## config.mk

```make
export PLATFORM = sky130hd
export DESIGN_NAME = pwg_top
export DESIGN_NICKNAME = d
export VERILOG_FILES = /design/src/common/pwg_pkg.sv /design/src/hw/pwg_idle_gate.sv /design/src/hw/pwg_top.sv
export SDC_FILE = /design/constraint.sdc
export NUM_CORES = 1
export LEC_CHECK = 0
export ABC_AREA = 0
export BUFFER_PORTS_ARGS = -buffer_cell sky130_fd_sc_hd__buf_4
export CAP_MARGIN = 20
export CORE_MARGIN = 2
export CORE_UTILIZATION = 63
export CTS_BUF_LIST = sky130_fd_sc_hd__clkbuf_8
export DETAILED_ROUTE_END_ITERATION = 16
export PLACE_DENSITY = 0.79
export SLEW_MARGIN = 20
export SYNTH_ARGS = -nofsm -noshare
export SYNTH_HDL_FRONTEND = slang
export SYNTH_HIERARCHICAL = 1
export SYNTH_SLANG_ARGS = --single-unit
```

## constraint.sdc

```tcl
create_clock -name clk -period 3.43 [get_ports clk]
set_clock_uncertainty 0.15 [all_clocks]
set_input_delay 0.5145 -clock clk [delete_from_list [all_inputs] [get_ports clk]]
set_output_delay 0.5145 -clock clk [all_outputs]
set_load 0.1 [all_outputs]
```

## src/common/pwg_pkg.sv

```systemverilog
package pwg_pkg;

  // Clock and time base
  localparam int CLK_PERIOD_NS = 4;
  localparam int NS_PER_US = 1000;
  localparam int NS_PER_MS = 1000000;

  // Go-sleep unit time and its cycle count
  localparam int SLEEP_UNIT_MS = 20;
  localparam int SLEEP_UNIT_CYC = SLEEP_UNIT_MS * NS_PER_MS / CLK_PERIOD_NS;
  localparam int SLEEP_UNIT_W = 24;

  // Shutdown wait period per code, in microseconds
  localparam int WAIT0_US = 1;
  localparam int WAIT1_US = 4;
  localparam int WAIT2_US = 16;
  localparam int WAIT3_US = 64;
  localparam int WAIT0_CYC = WAIT0_US * NS_PER_US / CLK_PERIOD_NS;
  localparam int WAIT1_CYC = WAIT1_US * NS_PER_US / CLK_PERIOD_NS;
  localparam int WAIT2_CYC = WAIT2_US * NS_PER_US / CLK_PERIOD_NS;
  localparam int WAIT3_CYC = WAIT3_US * NS_PER_US / CLK_PERIOD_NS;
  localparam int IDLE_W = 24;

  // Register offsets on the host bus
  localparam logic [7:0] OFS_MODE_STATUS = 8'h32;
  localparam logic [7:0] OFS_EVENT_ENABLE = 8'h34;
  localparam logic [7:0] OFS_SLEEP_DELAY = 8'h36;
  localparam logic [7:0] OFS_CLOCK_GATING = 8'h38;

  // Field positions
  localparam int STAT_LSB = 2;
  localparam int STAT_MSB = 5;
  localparam int MODE_LSB = 0;
  localparam int MODE_MSB = 1;
  localparam int POL_BIT = 4;
  localparam int EN_MSB = 3;
  localparam int SW_GATE_BIT = 3;
  localparam int CPU_GATE_BIT = 2;
  localparam int WAIT_MSB = 1;
  localparam int CG_MSB = 4;
  localparam int DELAY_MSB = 7;

  // Reset values
  localparam logic [7:0] SLEEP_DELAY_RST = 8'h8E;
  localparam logic [3:0] STAT_RST = 4'h0;
  localparam logic [4:0] ENABLE_RST = 5'h00;
  localparam logic [4:0] CG_RST = 5'h00;

  // Power management modes
  localparam logic [1:0] MODE_NORMAL = 2'h0;
  localparam logic [1:0] MODE_ENERGY = 2'h1;
  localparam logic [1:0] MODE_SOFT_PD = 2'h2;

  // Wake events, ordered as status bits 5 down to 2
  typedef struct packed {
    logic wake_frame;
    logic remote_wake;
    logic link_up;
    logic energy;
  } pwg_event_s;

  // One host bus request
  typedef struct packed {
    logic wr;
    logic rd;
    logic [7:0] addr;
    logic [15:0] wdata;
  } pwg_req_s;

endpackage : pwg_pkg

```

## src/hw/pwg_idle_gate.sv

```systemverilog
`timescale 1ns/1ps
// Stops one clock after a stretch of idle cycles, restarts on activity
module pwg_idle_gate (
  input wire logic clk,
  input wire logic reset_n,
  input wire logic gate_en,
  input wire logic busy,
  input wire logic [pwg_pkg::IDLE_W-1:0] limit,
  output logic clk_en
);

  // Consecutive idle cycles, saturating at the limit
  logic [pwg_pkg::IDLE_W-1:0] idle_reg;
  logic [pwg_pkg::IDLE_W-1:0] idle_next;
  // Registered clock enable
  logic run_reg;
  logic run_next;

  // Next idle count and run state
  always_comb begin
    idle_next = idle_reg;
    run_next = 1'b1;
    if (!gate_en || busy) begin
      // Activity or gating off restarts the wait
      idle_next = '0;
    end else if (idle_reg < limit) begin
      idle_next = idle_reg + 1'b1;
    end
    if (gate_en && !busy && idle_reg >= limit) begin
      // Idle longer than the wait period
      run_next = 1'b0;
    end
  end

  // Register idle state
  always_ff @(posedge clk or negedge reset_n) begin
    if (!reset_n) begin
      idle_reg <= '0;
      run_reg <= 1'b1;
    end else begin
      idle_reg <= idle_next;
      run_reg <= run_next;
    end
  end

  assign clk_en = run_reg;
endmodule : pwg_idle_gate

```

## src/hw/pwg_top.sv

```systemverilog
`timescale 1ns/1ps
// Operation
// Wake-frame status bit 5, cleared by one-write
// Remote-wake status bit 4, cleared by one-write
// Link-up status bit 3, cleared by one-write
// Energy status bit 2, ignored in fiber
// Mode field: normal, energy, soft power-down
// Polarity bit 4 sets power-event pin level
// Enable bit 3 lets wake frame assert
// Enable bit 2 lets remote wake assert
// Enable bit 1 lets link-up assert
// Enable bit 0 lets energy assert
// Sleep after go-sleep count times 20ms; a count of zero sleeps after one 20ms unit
// Gate switch clock after media idle
// Gate CPU clock after host, media idle
// Wait-period field, reset zero, sets timeout
// Flags latch always; pin holds until cleared
// Each wait code maps to cycle constant
module pwg_top #(
  parameter logic [pwg_pkg::SLEEP_UNIT_W-1:0] SLEEP_UNIT_CYC =
    pwg_pkg::SLEEP_UNIT_W'(pwg_pkg::SLEEP_UNIT_CYC),
  parameter logic [pwg_pkg::IDLE_W-1:0] WAIT0_CYC =
    pwg_pkg::IDLE_W'(pwg_pkg::WAIT0_CYC),
  parameter logic [pwg_pkg::IDLE_W-1:0] WAIT1_CYC =
    pwg_pkg::IDLE_W'(pwg_pkg::WAIT1_CYC),
  parameter logic [pwg_pkg::IDLE_W-1:0] WAIT2_CYC =
    pwg_pkg::IDLE_W'(pwg_pkg::WAIT2_CYC),
  parameter logic [pwg_pkg::IDLE_W-1:0] WAIT3_CYC =
    pwg_pkg::IDLE_W'(pwg_pkg::WAIT3_CYC)
) (
  input wire logic clk,
  input wire logic reset_n,
  input wire pwg_pkg::pwg_req_s req,
  output logic [15:0] rdata,
  input wire pwg_pkg::pwg_event_s events,
  input wire logic fiber_mode,
  input wire logic media_busy,
  input wire logic host_busy,
  output logic [1:0] power_mode,
  output logic soft_power_down,
  output logic low_power_state,
  output logic power_event_pin,
  output logic switch_clk_en,
  output logic cpu_clk_en
);

  // Write decode per register
  logic wr_status;
  logic wr_enable;
  logic wr_delay;
  logic wr_gating;
  // Event vector with the fiber qualifier applied
  logic [3:0] ev_vec;

  // Register group: host-visible state
  logic [3:0] stat_reg;
  logic [3:0] stat_next;
  logic [1:0] mode_reg;
  logic [1:0] mode_next;
  logic [4:0] enable_reg;
  logic [4:0] enable_next;
  logic [7:0] delay_reg;
  logic [7:0] delay_next;
  logic [4:0] gating_reg;
  logic [4:0] gating_next;
  logic [15:0] rdata_reg;
  logic [15:0] rdata_next;

  // Sleep timer group
  logic [pwg_pkg::SLEEP_UNIT_W-1:0] unit_reg;
  logic [pwg_pkg::SLEEP_UNIT_W-1:0] unit_next;
  logic [7:0] quiet_reg;
  logic [7:0] quiet_next;
  logic sleep_reg;
  logic sleep_next;
  logic unit_tick;

  // Power-event pin group
  logic pin_reg;
  logic pin_next;
  logic any_wake;

  // Idle timeout selected by the wait field
  logic [pwg_pkg::IDLE_W-1:0] wait_limit;
  // Host side counts register traffic as activity
  logic host_act;

  assign wr_status = req.wr && req.addr == pwg_pkg::OFS_MODE_STATUS;
  assign wr_enable = req.wr && req.addr == pwg_pkg::OFS_EVENT_ENABLE;
  assign wr_delay = req.wr && req.addr == pwg_pkg::OFS_SLEEP_DELAY;
  assign wr_gating = req.wr && req.addr == pwg_pkg::OFS_CLOCK_GATING;

  // energy masked in fiber
  assign ev_vec = {events.wake_frame, events.remote_wake, events.link_up,
                   events.energy && !fiber_mode};

  // Next register values and read data
  always_comb begin
    stat_next = stat_reg;
    mode_next = mode_reg;
    enable_next = enable_reg;
    delay_next = delay_reg;
    gating_next = gating_reg;
    rdata_next = rdata_reg;
    // sticky set, W1C
    // sticky set, W1C
    // sticky set, W1C
    // latch regardless of enables
    // A set in the same cycle as a clear wins, so no event is lost
    if (wr_status) begin
      stat_next = stat_reg &
                  ~req.wdata[pwg_pkg::STAT_MSB:pwg_pkg::STAT_LSB];
    end
    stat_next = stat_next | ev_vec;
    // mode field store
    if (wr_status) begin
      mode_next = req.wdata[pwg_pkg::MODE_MSB:pwg_pkg::MODE_LSB];
    end
    if (wr_enable) begin
      enable_next = req.wdata[pwg_pkg::POL_BIT:0];
    end
    if (wr_delay) begin
      delay_next = req.wdata[pwg_pkg::DELAY_MSB:0];
    end
    if (wr_gating) begin
      gating_next = req.wdata[pwg_pkg::CG_MSB:0];
    end
    // Read data, reserved bits and unmapped offsets return zero
    if (req.rd) begin
      case (req.addr)
        pwg_pkg::OFS_MODE_STATUS: begin
          rdata_next = {10'h000, stat_reg, mode_reg};
        end
        pwg_pkg::OFS_EVENT_ENABLE: begin
          rdata_next = {11'h000, enable_reg};
        end
        pwg_pkg::OFS_SLEEP_DELAY: begin
          rdata_next = {8'h00, delay_reg};
        end
        pwg_pkg::OFS_CLOCK_GATING: begin
          rdata_next = {11'h000, gating_reg};
        end
        default: begin
          rdata_next = 16'h0000;
        end
      endcase
    end
  end

  // Register host-visible state
  always_ff @(posedge clk or negedge reset_n) begin
    if (!reset_n) begin
      stat_reg <= pwg_pkg::STAT_RST;
      mode_reg <= pwg_pkg::MODE_NORMAL;
      enable_reg <= pwg_pkg::ENABLE_RST;
      delay_reg <= pwg_pkg::SLEEP_DELAY_RST;
      gating_reg <= pwg_pkg::CG_RST;
      rdata_reg <= 16'h0000;
    end else begin
      stat_reg <= stat_next;
      mode_reg <= mode_next;
      enable_reg <= enable_next;
      delay_reg <= delay_next;
      gating_reg <= gating_next;
      rdata_reg <= rdata_next;
    end
  end

  // Sleep timer: the unit divider restarts on energy so quiet is continuous
  assign unit_tick = unit_reg == SLEEP_UNIT_CYC - 1'b1;

  always_comb begin
    unit_next = unit_reg;
    quiet_next = quiet_reg;
    sleep_next = sleep_reg;
    // consecutive quiet time
    if (mode_reg != pwg_pkg::MODE_ENERGY || events.energy) begin
      // Leaving the mode or any energy wakes and restarts the count
      unit_next = '0;
      quiet_next = 8'h00;
      sleep_next = 1'b0;
    end else if (!sleep_reg) begin
      if (unit_tick) begin
        unit_next = '0;
        if (quiet_reg != 8'hFF) begin
          quiet_next = quiet_reg + 8'h01;
        end
        // A count of zero sleeps after the first unit
        if (quiet_reg + 8'h01 >= delay_reg) begin
          sleep_next = 1'b1;
        end
      end else begin
        unit_next = unit_reg + 1'b1;
      end
    end
  end

  // Register sleep timer
  always_ff @(posedge clk or negedge reset_n) begin
    if (!reset_n) begin
      unit_reg <= '0;
      quiet_reg <= 8'h00;
      sleep_reg <= 1'b0;
    end else begin
      unit_reg <= unit_next;
      quiet_reg <= quiet_next;
      sleep_reg <= sleep_next;
    end
  end

  // Power-event pin: enabled latched flags, then polarity
  always_comb begin
    // wake frame enable
    // remote wake enable
    // link-up enable
    // energy enable
    any_wake = |(stat_reg & enable_reg[pwg_pkg::EN_MSB:0]);
    // pin polarity select
    pin_next = enable_reg[pwg_pkg::POL_BIT] ? any_wake : !any_wake;
  end

  // Register pin; inactive (low-polarity high) out of reset
  always_ff @(posedge clk or negedge reset_n) begin
    if (!reset_n) begin
      pin_reg <= 1'b1;
    end else begin
      pin_reg <= pin_next;
    end
  end

  // Wait code to cycle count
  // wait field selects limit
  always_comb begin
    // code to constant
    case (gating_reg[pwg_pkg::WAIT_MSB:0])
      2'h0: wait_limit = WAIT0_CYC;
      2'h1: wait_limit = WAIT1_CYC;
      2'h2: wait_limit = WAIT2_CYC;
      default: wait_limit = WAIT3_CYC;
    endcase
  end

  assign host_act = host_busy || req.wr || req.rd;

  // switch clock gate
  pwg_idle_gate u_switch_gate (
    .clk(clk),
    .reset_n(reset_n),
    .gate_en(gating_reg[pwg_pkg::SW_GATE_BIT]),
    .busy(media_busy),
    .limit(wait_limit),
    .clk_en(switch_clk_en)
  );

  // CPU clock gate
  pwg_idle_gate u_cpu_gate (
    .clk(clk),
    .reset_n(reset_n),
    .gate_en(gating_reg[pwg_pkg::CPU_GATE_BIT]),
    .busy(host_act || media_busy),
    .limit(wait_limit),
    .clk_en(cpu_clk_en)
  );

  assign rdata = rdata_reg;
  assign power_mode = mode_reg;
  assign soft_power_down = mode_reg == pwg_pkg::MODE_SOFT_PD;
  assign low_power_state = sleep_reg;
  assign power_event_pin = pin_reg;
endmodule : pwg_top

```

After elaboration in Yosys (flattened, before gate mapping). Cells that the tools add are included.

Bits of input ports: 35. Word-level logic and storage cells: 87. Output and inout port bits: 23. Register bits after elaboration: 124.

Eq/ne operators: 11. Mux-type cells: 21. Bitwise gates (word level): 4. Order comparisons: 5. $add $sub $neg: 4. Reductions and logical operators: 28.

Operator list (number): $mux 24 (7); $add 24x1->24 const B (3); $ge 24x14->1 (2); $lt 24x14->1 (2); $pmux 14 s3 (1); $eq 8x6->1 const B (4); $mux 8 (4); $pmux 8 s4 (1); $eq 24x23->1 const B (1); $logic_and 1x1->1 (9); $add 8x1->8 const B (1); $and 4x4->4 (2); $ge 8x8->1 (1); $ne 8x8->1 const B (1); $reduce_bool 2->1 (4); $mux 1 (7); $logic_not 1->1 (6); $logic_or 1x1->1 (6); $eq 2x2->1 const B (2); $mux 4 (1); $ne 2x1->1 const B (2); $not 4->4 (1); $or 4x4->4 (1); $reduce_or 4->1 (1); other kinds (3) (3).

Longest topological paths before layout. Gate-level depths: netlist (run 1).

Depth in word-level cells: 7. Gate-level depth with buffers: 14. Depth with buffers taken out: 12.

Cells and area by module. Netlist (run 1), hierarchy kept.

By module, submodules not included: pwg_top (instances 1, seq. area each 1657.8 µm², cells an instance 388, area an instance 3827.4 µm²); pwg_idle_gate (u_cpu_gate) (instances 1, seq. area each 626.9 µm², cells an instance 237, area an instance 2055.7 µm²); pwg_idle_gate (u_switch_gate) (instances 1, seq. area each 626.9 µm², cells an instance 219, area an instance 1986.9 µm²).

Least setup slack after synthesis (run 1). Ideal clock, no wire load.

Path type: reg2out. Start point: reg mode_reg[1], in the netlist power_mode[1]. End point: out soft_power_down. Slack: 0.357 ns. Path buffers: 0. Arrival: 2.409 ns. Data required time: 2.765 ns. Cell stages (with the launch flop): 2. Cells stage by stage: dfrtp_1 > nor2b_1.

Cells in the longest elaborated chain, start to end: 1.

Ends and longest elaborated chain: start: declaration (line pwg_top.sv:58) `logic [1:0] mode_reg;`; start signal: assignment (line pwg_top.sv:154) `mode_reg <= pwg_pkg::MODE_NORMAL;`; start signal: assignment (line pwg_top.sv:161) `mode_reg <= mode_next;`; $eq 2x2->1 (line pwg_top.sv:267) `assign soft_power_down = mode_reg == pwg_pkg::MODE_SOFT_PD;`; end: declaration (line pwg_top.sv:40) `output logic soft_power_down,`.

No other way between the ends.

Worst setup path in the final report (run 1).
Start point: reg gating_reg[0]. End point: reg u_cpu_gate/idle_reg[23] (netlist bit).

Cells in the longest elaborated chain, start to end: 4. Elaborated cells between the ends (all ways): 6. Those cells by class: order compare (1); eq/ne (2); mux (1); reduce/logical (2).

Ends and longest elaborated chain: start: declaration (line pwg_top.sv:64) `logic [4:0] gating_reg;`; start signal: assignment (line pwg_top.sv:157) `gating_reg <= pwg_pkg::CG_RST;`; start signal: assignment (line pwg_top.sv:164) `gating_reg <= gating_next;`; $eq 2x2->1 (tied with other cells) (line pwg_top.sv:235) `case (gating_reg[pwg_pkg::WAIT_MSB:0])`; $pmux 14 s3 (*) (line pwg_top.sv:235); net wait_limit (one bit) (line pwg_top.sv:84) `logic [pwg_pkg::IDLE_W-1:0] wait_limit;`; $lt 24x14->1 (*) (line pwg_idle_gate.sv:26) `end else if (idle_reg < limit) begin`; $reduce_bool 2->1 (no line) (*); end signal: assignment (line pwg_idle_gate.sv:41) `idle_reg <= idle_next;`; end: declaration (line pwg_idle_gate.sv:13) `logic [pwg_pkg::IDLE_W-1:0] idle_reg;`.

Mark *: on every way through the listed nets, which the timed path passes. The rest lies on a longest branch. A chain may end at the register's enable or synchronous reset.

==> results of run 1 <==
[cell usage in the layout (no fill, tap or decap), drive strengths merged, types with 5 or more instances in the layout]
| master | instances |
|---|---|
| buf | 53 |
| a21o | 10 |
| nor3b | 8 |
| a22oi | 11 |
| xor2 | 11 |
| nor2 | 45 |
| a21oi | 68 |
| mux2 | 21 |
| and2 | 7 |
| and4 | 6 |
| o22ai | 9 |
| dfstp | 7 |
| nor4 | 14 |
| nand2 | 49 |
| nor4b | 5 |
| nor3 | 28 |
| o21ai | 24 |
| and3 | 14 |
| inv | 81 |
| conb | 34 |
| o22a | 5 |
| nand3 | 45 |
| xnor2 | 27 |
| or4 | 27 |
| clkbuf | 18 |
| dfrtp | 109 |
| or3 | 9 |
| nor2b | 7 |
| o31ai | 21 |
| nand4 | 33 |
| clkinv | 7 |
| ha | 65 |
[worst max-delay path: cells and delay by family (launching register included)]
| kind | cells | cell delay [ns] |
|---|---|---|
| buf+inv | 2 | 0.29 |
| fa+ha+maj | 2 | 0.45 |
| simple gates | 4 | 1.14 |
| compound gates | 3 | 0.72 |
| flops | 1 | 0.44 |
[synth_stat cells (all sizes together), types with 2 or more instances]
master / count / area [um2]
o21bai: 2 / 15.01
xor2: 11 / 96.34
or4: 27 / 210.2
buf: 26 / 202.7
nand3b: 2 / 15.01
ha: 65 / 813.3
o21ai: 24 / 120.1
mux2: 21 / 236.5
dfrtp: 109 / 2728
or3: 9 / 57.56
nor2: 45 / 171.4
o22ai: 9 / 56.30
nor4b: 5 / 92.59
clkbuf: 15 / 57.55
and3: 14 / 87.58
a21oi: 68 / 344.1
dfstp: 7 / 183.9
inv: 78 / 292.8
nand3: 45 / 225.2
nand2b: 4 / 25.02
nor2b: 7 / 51.30
and4: 6 / 52.55
nor3b: 7 / 67.57
o211ai: 4 / 35.03
nor3: 28 / 140.1
nor4: 14 / 193.9
or2: 4 / 25.03
a22o: 2 / 17.52
a21o: 10 / 75.07
nand2: 49 / 186.4
nand4: 33 / 225.2
o31ai: 21 / 157.7
o22a: 5 / 43.79
mux2i: 2 / 20.02
and2: 7 / 43.80
xnor2: 27 / 236.5
conb: 2 / 7.510
a22oi: 11 / 87.58
a211oi: 3 / 27.52
[where the power goes]
part,leakage (nW),internal (W),total [W],switching [W]
logic,2.01,0.0000827,0.000268,0.000185
registers,1.57,0.00139,0.00140,0.0000140
clock network,0.186,0.000596,0.00121,0.000609
total,3.76,0.00206,0.00287,0.000808
[stage by stage]
step / TNS, ns / cell area (um2) / total power [W] / hold slack (ns)
after global routing: 0 / 8776 / 0.002993 / 0.06620
after detailed placement: -0.4112 / 8357 / 0.001690 / 0.3014
after floorplan: 0 / 7990 / 0.001600 / 0.06891
after CTS: 0 / 8762 / 0.002896 / 0.07097
final: 0 / 8776 / 0.002873 / 0.09383
after global placement: 0 / 8357 / 0.001681 / 0.2930
[layer usage]
layer / GRT usage / vias to the layer above
li1: - / 3168
met1: 0.3518 / 3241
met4: 0.08492 / 0
met3: 0.06015 / 18
met2: 0.4741 / 196
met5: 0 / -
[final cells by class]
cell class	instances	area (um2)
inverter	78	292.8
timing repair buffer	54	420.4
clock inverter	14	128.9
clock buffer	18	247.7
sequential	116	2914
fill	899	3336
tap	168	210.2
multi-input combinational	642	4562
[worst min-delay path by stage]
stage	start	endpoint	slack, ns	depth (start not counted)
2_1_floorplan	reset_n	delay_reg[0]	0.07	0
3_3_place_gp	enable_reg[4]	power_event_pin	0.29	1
3_5_place_dp	enable_reg[4]	power_event_pin	0.30	1
4_1_cts	events[1]	stat_reg[1]	0.07	2
5_1_grt	events[1]	stat_reg[1]	0.07	2
6_report	events[1]	stat_reg[1]	0.09	2
[timing repair]
item	CTS	global route
endpoints found under the setup margin	15	29
gates resized for setup	1	4
pin swaps	1	0
gates cloned	1	0
endpoints found under the hold margin	48	0
hold buffers	1	0
buffers inserted	0	0
[logic make-up (layout without fill, tap and decap cells)]
logic type / Yosys count / count (layout)
and+or+nand+nor: 310 / 311
xor gates and xnor gates: 38 / 38
AOI/OAI and AO/OA: 171 / 171
adders and majority gates: 65 / 65
buffers and inverters: 119 / 164
DFF: 116 / 116
other: 2 / 34
muxes: 23 / 23
==> out/results.txt, run 1 <==
The tools report the amount of wire on met2 after detailed routing as 9104 um. The maximum VDD drop is 0.3000 mV, and the largest net degree at the start of global routing is 53. The final weighted congestion in routability-driven placement was 0.8748; the detail-routed via count per cell was 6.076. TritonCTS built the clock tree. The share of post-route cells with drive strength above 1 was 0.1681; the clock network latency to the later pin of the worst-skew pair was 0.44 ns.

The overall overflow remaining after global route was 0. The synthesized instance count is 844. The number of enable-type register cells in the synthesized netlist is 0. The run gives 0 as the final setup violation count. Detailed routing placed a total of 846 um of wire on met3. The tools report the maximum clock frequency as 305.8 MHz.

The arrival time at the worst endpoint is 3.47 ns, and the number of clock sinks is 116. The die is 115.8 um wide. The largest stage delay on the critical path works out to 0.47 ns.

In the final routed layout, each cell accounts on average for 16.13 um. The first detailed-routing pass ran for 5 iterations. The top metal layer carrying routed signals is met4. The flow ran to the end, and the final reports show no timing, DRC or antenna violations. Setup repair after global routing left no endpoint under its margin. The largest buffer count on any clock path was 2; the total power per unit cell area was 327.4 mW/mm2. The register-to-register setup slack came out at 0.16 ns. The area growth from synthesis to layout was 11.51%. The launching element of the worst setup path was gating_reg[0].

In this run the cell area of the synthesized design comes to 0.007870 mm2. 0 antenna diodes ended up in the layout. Among all stages on the critical path, the largest delay is contributed by sky130_fd_sc_hd__or4_1. Traced cell by cell, the critical path runs through ha_1, or2_2, inv_1, ha_1, and2_0, a221o_1, a22oi_2, nand4b_1, buf_4, or4_1, a21oi_1. The vertical die dimension is 115.8 um, and the starting density of the core is 0.6498. The end-of-flow core utilization was 0.7246; the number of clock buffers inserted by TritonCTS was 17. In this run the remaining antenna-violating nets after routing total 0. The number of different library cells used by synthesis comes to 76. The floorplan step defined a die boundary enclosing 0.01340 mm2. The clock period could shrink to 3.270 ns. The average size of a mapped cell is 9.325 um2. After layout, the worst setup slack is 0.1599 ns.

The region available for standard cell placement spans 0.01211 mm2. The slew at the pin with the worst max-slew slack was 1.021 ns. Most common cell type on the critical path: sky130_fd_sc_hd__ha_1. For the deepest level of the CTS H-tree, the log shows 4. For this run, the number of Yosys warnings is 6. Critical path capture point type: a flip-flop.

The logs give 1,009 for the number of nets in the layout and 1,056 for the cell total after placement. The complex-gate fraction of the synthesized area works out to 0.1378. Row generation in the floorplan step produced 40 rows. 58 I/O pins were placed. The number of antenna violations at the first check in global routing is 0, and the worst max-slew margin expressed relative to the limit is 0.3191. For this design the static power due to leakage is 3.764 nW. The kind of start point of the critical path was a flip-flop. The synthesized-area fraction occupied by adder cells works out to 0.1033. The tools report the critical register-to-register path endpoint as u_cpu_gate/idle_reg[23]. The fraction of registers with async set/reset came out at 1.000.

Start of the worst register-to-register path: gating_reg[0]. The mux share of post-synthesis cell area came out at 0.03259. For the worst flop-to-flop path, the logic depth is 11. The number of global-route vias before repair was 6,443. The post-synthesis sequential area ratio is 0.3700. The simple-gate share of the synthesized area is 0.2428, and the max-cap check violation count is 0.

In the synthesized netlist the dominant register cell turns out to be sky130_fd_sc_hd__dfrtp_1. The run gives 0 as the residual DRC count. The tree is rooted in a sky130_fd_sc_hd__clkbuf_8. The combinational family with the most area after synthesis was simple AND/OR/NAND/NOR gates. The total wirelength of the detailed-routed design came out at 17,590 um. The tools report the aggregate global-route resource usage as 0.2765. The endpoint required time on the critical path is 3.63 ns.

The HPWL after detailed placement is 12,400 um. The max-slew violation count is 0. Buffers placed on the I/O ports in this run total 41. Excluding fillers, the count of instances in the completed layout stands at 1,090. Of all nets on the critical path, the largest fanout is 12. After detailed routing, the wire length on met1 is 7470 um. The first global-routing pass estimated 29,750 um of wire. The synthesized design contains 116 register bits. The via count is 6,623, and the xor-xnor portion of the synthesized cell area is 0.04229. After the first detailed-routing iteration, the DRC count stood at 632. For the final hold violation count, the log shows 0. The tightest min-delay check is of the in -> reg type. Ratio of final minimum period to clock period: 0.9534.

After clock tree synthesis, the clock-pin slew on the worst setup and hold paths is 0.08 ns. The critical path in this run is classified as reg -> reg. Before CTS, the worst setup slack after placement is -0.1382 ns. In this run the worst setup path terminates at u_cpu_gate/idle_reg[23].
No activity file was read; power rests on OpenSTA's default activity.
==> run 2, diff against run 1 <==
--- a/config.mk
+++ b/config.mk
@@ -9,12 +9,10 @@
 export BUFFER_PORTS_ARGS = -buffer_cell sky130_fd_sc_hd__buf_4
 export CAP_MARGIN = 20
 export CORE_MARGIN = 2
-export CORE_UTILIZATION = 63
+export CORE_UTILIZATION = 62
 export CTS_BUF_LIST = sky130_fd_sc_hd__clkbuf_8
 export DETAILED_ROUTE_END_ITERATION = 16
 export PLACE_DENSITY = 0.79
-export SLEW_MARGIN = 20
 export SYNTH_ARGS = -nofsm -noshare
 export SYNTH_HDL_FRONTEND = slang
-export SYNTH_HIERARCHICAL = 1
 export SYNTH_SLANG_ARGS = --single-unit
==> out/results.txt, run 2 <==
After clock tree synthesis, the setup repair step added 0 buffers. The run gives 0.7022 as the end-of-flow core utilization. The tools report the number of DRC markers after the initial detailed-route iteration as 231. Clock-pin slew was measured on the worst setup and hold paths at 0.07 ns. After technology mapping, the gate count stands at 670. Counting stages on the worst path, the most repeated cell is sky130_fd_sc_hd__ha_1. Measured along the x axis, the die boundary spans 106.5 um.

Wires add up to 13,820 um. The aggregate global-route resource usage is 0.2673. The number of antenna diodes in the final layout is 0. Synthesis inferred 116 register bits.

The largest buffer count on any clock path is 2, and the number of warnings printed during yosys synthesis is 0. Number of nets with antenna violations after routing: 0. STA puts the critical path data arrival time at 3.31 ns. The run finished with clean final reports. The area fraction of the dominant cell type after synthesis was 0.4192; the detail-routed via count per cell was 6.001.

The clock tree synthesis step divided the H-tree into 4 levels. Setup slack on the worst reg-to-reg path comes out at 0.31 ns. Summing every instance area after synthesis gives 0.006507 mm2.

The first TritonRoute pass finished after 5 iterations. Kind of start point of the critical path: a flip-flop. The number of clock buffers inserted by TritonCTS came out at 17.

The max-cap check violation count was 0; the endpoint required time on the critical path was 3.63 ns. The final layout contains 784 nets. The cell sitting at the root of the clock tree is a sky130_fd_sc_hd__clkbuf_8.

A synthesized cell averages 9.713 um2. The wire-length estimate of the detail-placed layout is 9807 um. Summed over all failing endpoints, the final setup total negative slack is 0 ns. Cell type contributing the most total cell area after synthesis: sky130_fd_sc_hd__dfrtp_1. Once routing completed, OpenROAD measured the worst setup slack at 0.3125 ns.

On the worst path, the slowest cell contributes a delay of 0.60 ns. Timing would allow up to 320.8 MHz. At the placement stage, the worst setup path has a slack of 0.1997 ns.

Number of global-route vias before repair: 5,247. The most frequently used flop master after synthesis was sky130_fd_sc_hd__dfrtp_1. The final hold violation count is 0.

The tools report the starting density of the core as 0.6332. Slowest library cell on the worst path: sky130_fd_sc_hd__a2111oi_1. For the wire length of the first global-routing pass, the log shows 24,180 um. The area growth from synthesis to layout is 10.90%, and the area of the die is 0.01133 mm2. Input and output buffers added on the ports amount to 41. In this run the power density over the cells is 365.6 mW/mm2.

After detailed routing, the number of remaining DRC violations is 0. Maximum VDD drop: 0.3252 mV. The worst-path maximum fanout is 8, and the fraction of registers with async set/reset is 1.000. The worst setup path is captured at a flip-flop. The placement row count is 37, and the footprint of the flip-flops and latches is 0.002912 mm2. The max-slew violation count came out at 0. In the post-synthesis netlist, the biggest area contributors are sky130_fd_sc_hd__dfrtp_1 (42%), sky130_fd_sc_hd__ha_1 (6.7%), sky130_fd_sc_hd__nand2_1 (3.6%). Traced cell by cell, the critical path runs through ha_1, inv_1, ha_1, a2111oi_1, o2111a_4, nand2_2, or4_1, a21oi_1. The post-synthesis sequential area ratio came out at 0.4474. The via count was 5,173; the static leakage power was 3.360 nW. The worst path in the final design needs a cycle of 3.118 ns, including I/O delays and setup. The final weighted congestion in routability-driven placement was 0.8708.

The ratio of final minimum period to clock period is 0.9089. For this design, the CTS-stage hold fixing added 0 buffers. By count the netlist is led by sky130_fd_sc_hd__dfrtp_1 (109), sky130_fd_sc_hd__nand2_1 (63), sky130_fd_sc_hd__nor2_1 (50). For this design the top-level I/O count stands at 58.

The number of antenna violations at the first check in global routing is 0, and the final setup violation count is 0. Leaving out fill and tap cells, the most frequent cell in the layout is sky130_fd_sc_hd__dfrtp_1. The overall overflow remaining after global route was 0. Share of post-route cells with drive strength above 1: 0.1446. sky130_fd_sc_hd__dfrtp_1 is the most common cell in the netlist. Leaving out fill and tap cells, the most frequent cells in the layout are sky130_fd_sc_hd__dfrtp_1 (109), sky130_fd_sc_hd__nand2_1 (63), sky130_fd_sc_hd__nor2_1 (50). The classification of the worst setup path is reg -> reg.

In this run the worst hold path is classified as in -> async. At the later pin of the worst-skew pair, clock insertion delay measures 0.44 ns. The largest net degree at the start of global routing is 76. TritonCTS built the clock tree. The floorplan step set the die height to 106.5 um. Yosys mapped a number of flops with a built-in enable equal to 0. The tree built by TritonCTS fans out to 116 sinks. The critical path buffer and inverter count works out to 1. Counting the fill cells in the layout gives 808. After clock tree synthesis, the repair step resized 0 gates. At the pin with the least slew margin, the transition time is 0.9310 ns. In this design, the largest share of critical-path delay is due to compound AO/OA/AOI/OAI gates. The area of the multi-input gates is 0.003364 mm2.

The routed length per instance was 16.03 um. Setup repair after global routing left no endpoint under its margin. The worst max-slew margin expressed relative to the limit was 0.3793; the core area was 0.01028 mm2. The synthesized netlist contains 65 unique library cells.
## run 2: worst reg2reg max path, cell delays in order, from the launching register on
cell and delay, ns:
sky130_fd_sc_hd__dfrtp_1 0.49, sky130_fd_sc_hd__ha_1 0.22, sky130_fd_sc_hd__inv_1 0.11, sky130_fd_sc_hd__ha_1 0.33, sky130_fd_sc_hd__a2111oi_1 0.60, sky130_fd_sc_hd__o2111a_4 0.38
sky130_fd_sc_hd__nand2_2 0.11, sky130_fd_sc_hd__or4_1 0.48, sky130_fd_sc_hd__a21oi_1 0.17
## run 2: kinds of logic after synthesis
logic type                 Yosys count  synth area share
other                                1         0.0005763
AOI/OAI and AO/OA                  127            0.1296
adders and majority gates           35           0.06729
buffers and inverters               54           0.03980
and+or+nand+nor                    287            0.2413
xor gates and xnor gates            28           0.03769
DFF                                116            0.4474
muxes                               22           0.03634
## run 2: layout make-up
class	count	area share
Multi-Input combinational cell	507	0.4662
Sequential cell	116	0.4034
Timing Repair Buffer	49	0.05097
Clock buffer	19	0.03623
Tap cell	136	0.02358
Inverter	23	0.01196
Clock inverter	12	0.007628
## run 2: power by group
part           leakage (nW)  switching (W)  internal [W]  total, W
clock network         0.194       0.000509      0.000509   0.00102
registers              1.56      0.0000144       0.00139   0.00141
logic                  1.61       0.000157     0.0000597  0.000216
total                  3.36       0.000680       0.00196   0.00264
## run 2: layer usage
metal | GRT usage | wire length [um] | up-vias
li1 | - | - | 2500
met1 | 0.3476 | 6217 | 2540
met2 | 0.4309 | 6783 | 115
met3 | 0.07112 | 588 | 18
met4 | 0.1011 | 232 | 0
met5 | 0 | 0 | -
## run 2: path summary, 6_finish.rpt
| check | startpoint | end | cells past startpoint |
|---|---|---|---|
| worst min-delay path | reset_n | u_switch_gate.idle_reg[19] | 1 |
| worst max register to register | gating_reg[1] | u_switch_gate.idle_reg[10] | 8 |
| max in group asynchronous | reset_n | delay_reg[7] | 2 |
| worst min register to register | u_switch_gate.idle_reg[17] | u_switch_gate.idle_reg[17] | 1 |
| min in group clk | events[2] | stat_reg[2] | 2 |
| worst max-delay path | gating_reg[1] | u_switch_gate.idle_reg[10] | 8 |
## run 2: through the flow
stage / cell area [um2] / std cells / total power [W] / hold slack (ns)
3_5_place_dp: 6899 / 831 / 0.001647 / 0.3130
3_3_place_gp: 6899 / 831 / 0.001641 / 0.3099
4_1_cts: 7216 / 862 / 0.002671 / 0.08318
6_report: 7217 / 862 / 0.002639 / 0.05164
5_1_grt: 7217 / 862 / 0.002760 / 0.08559
2_1_floorplan: 6534 / 677 / 0.001565 / 0.06891
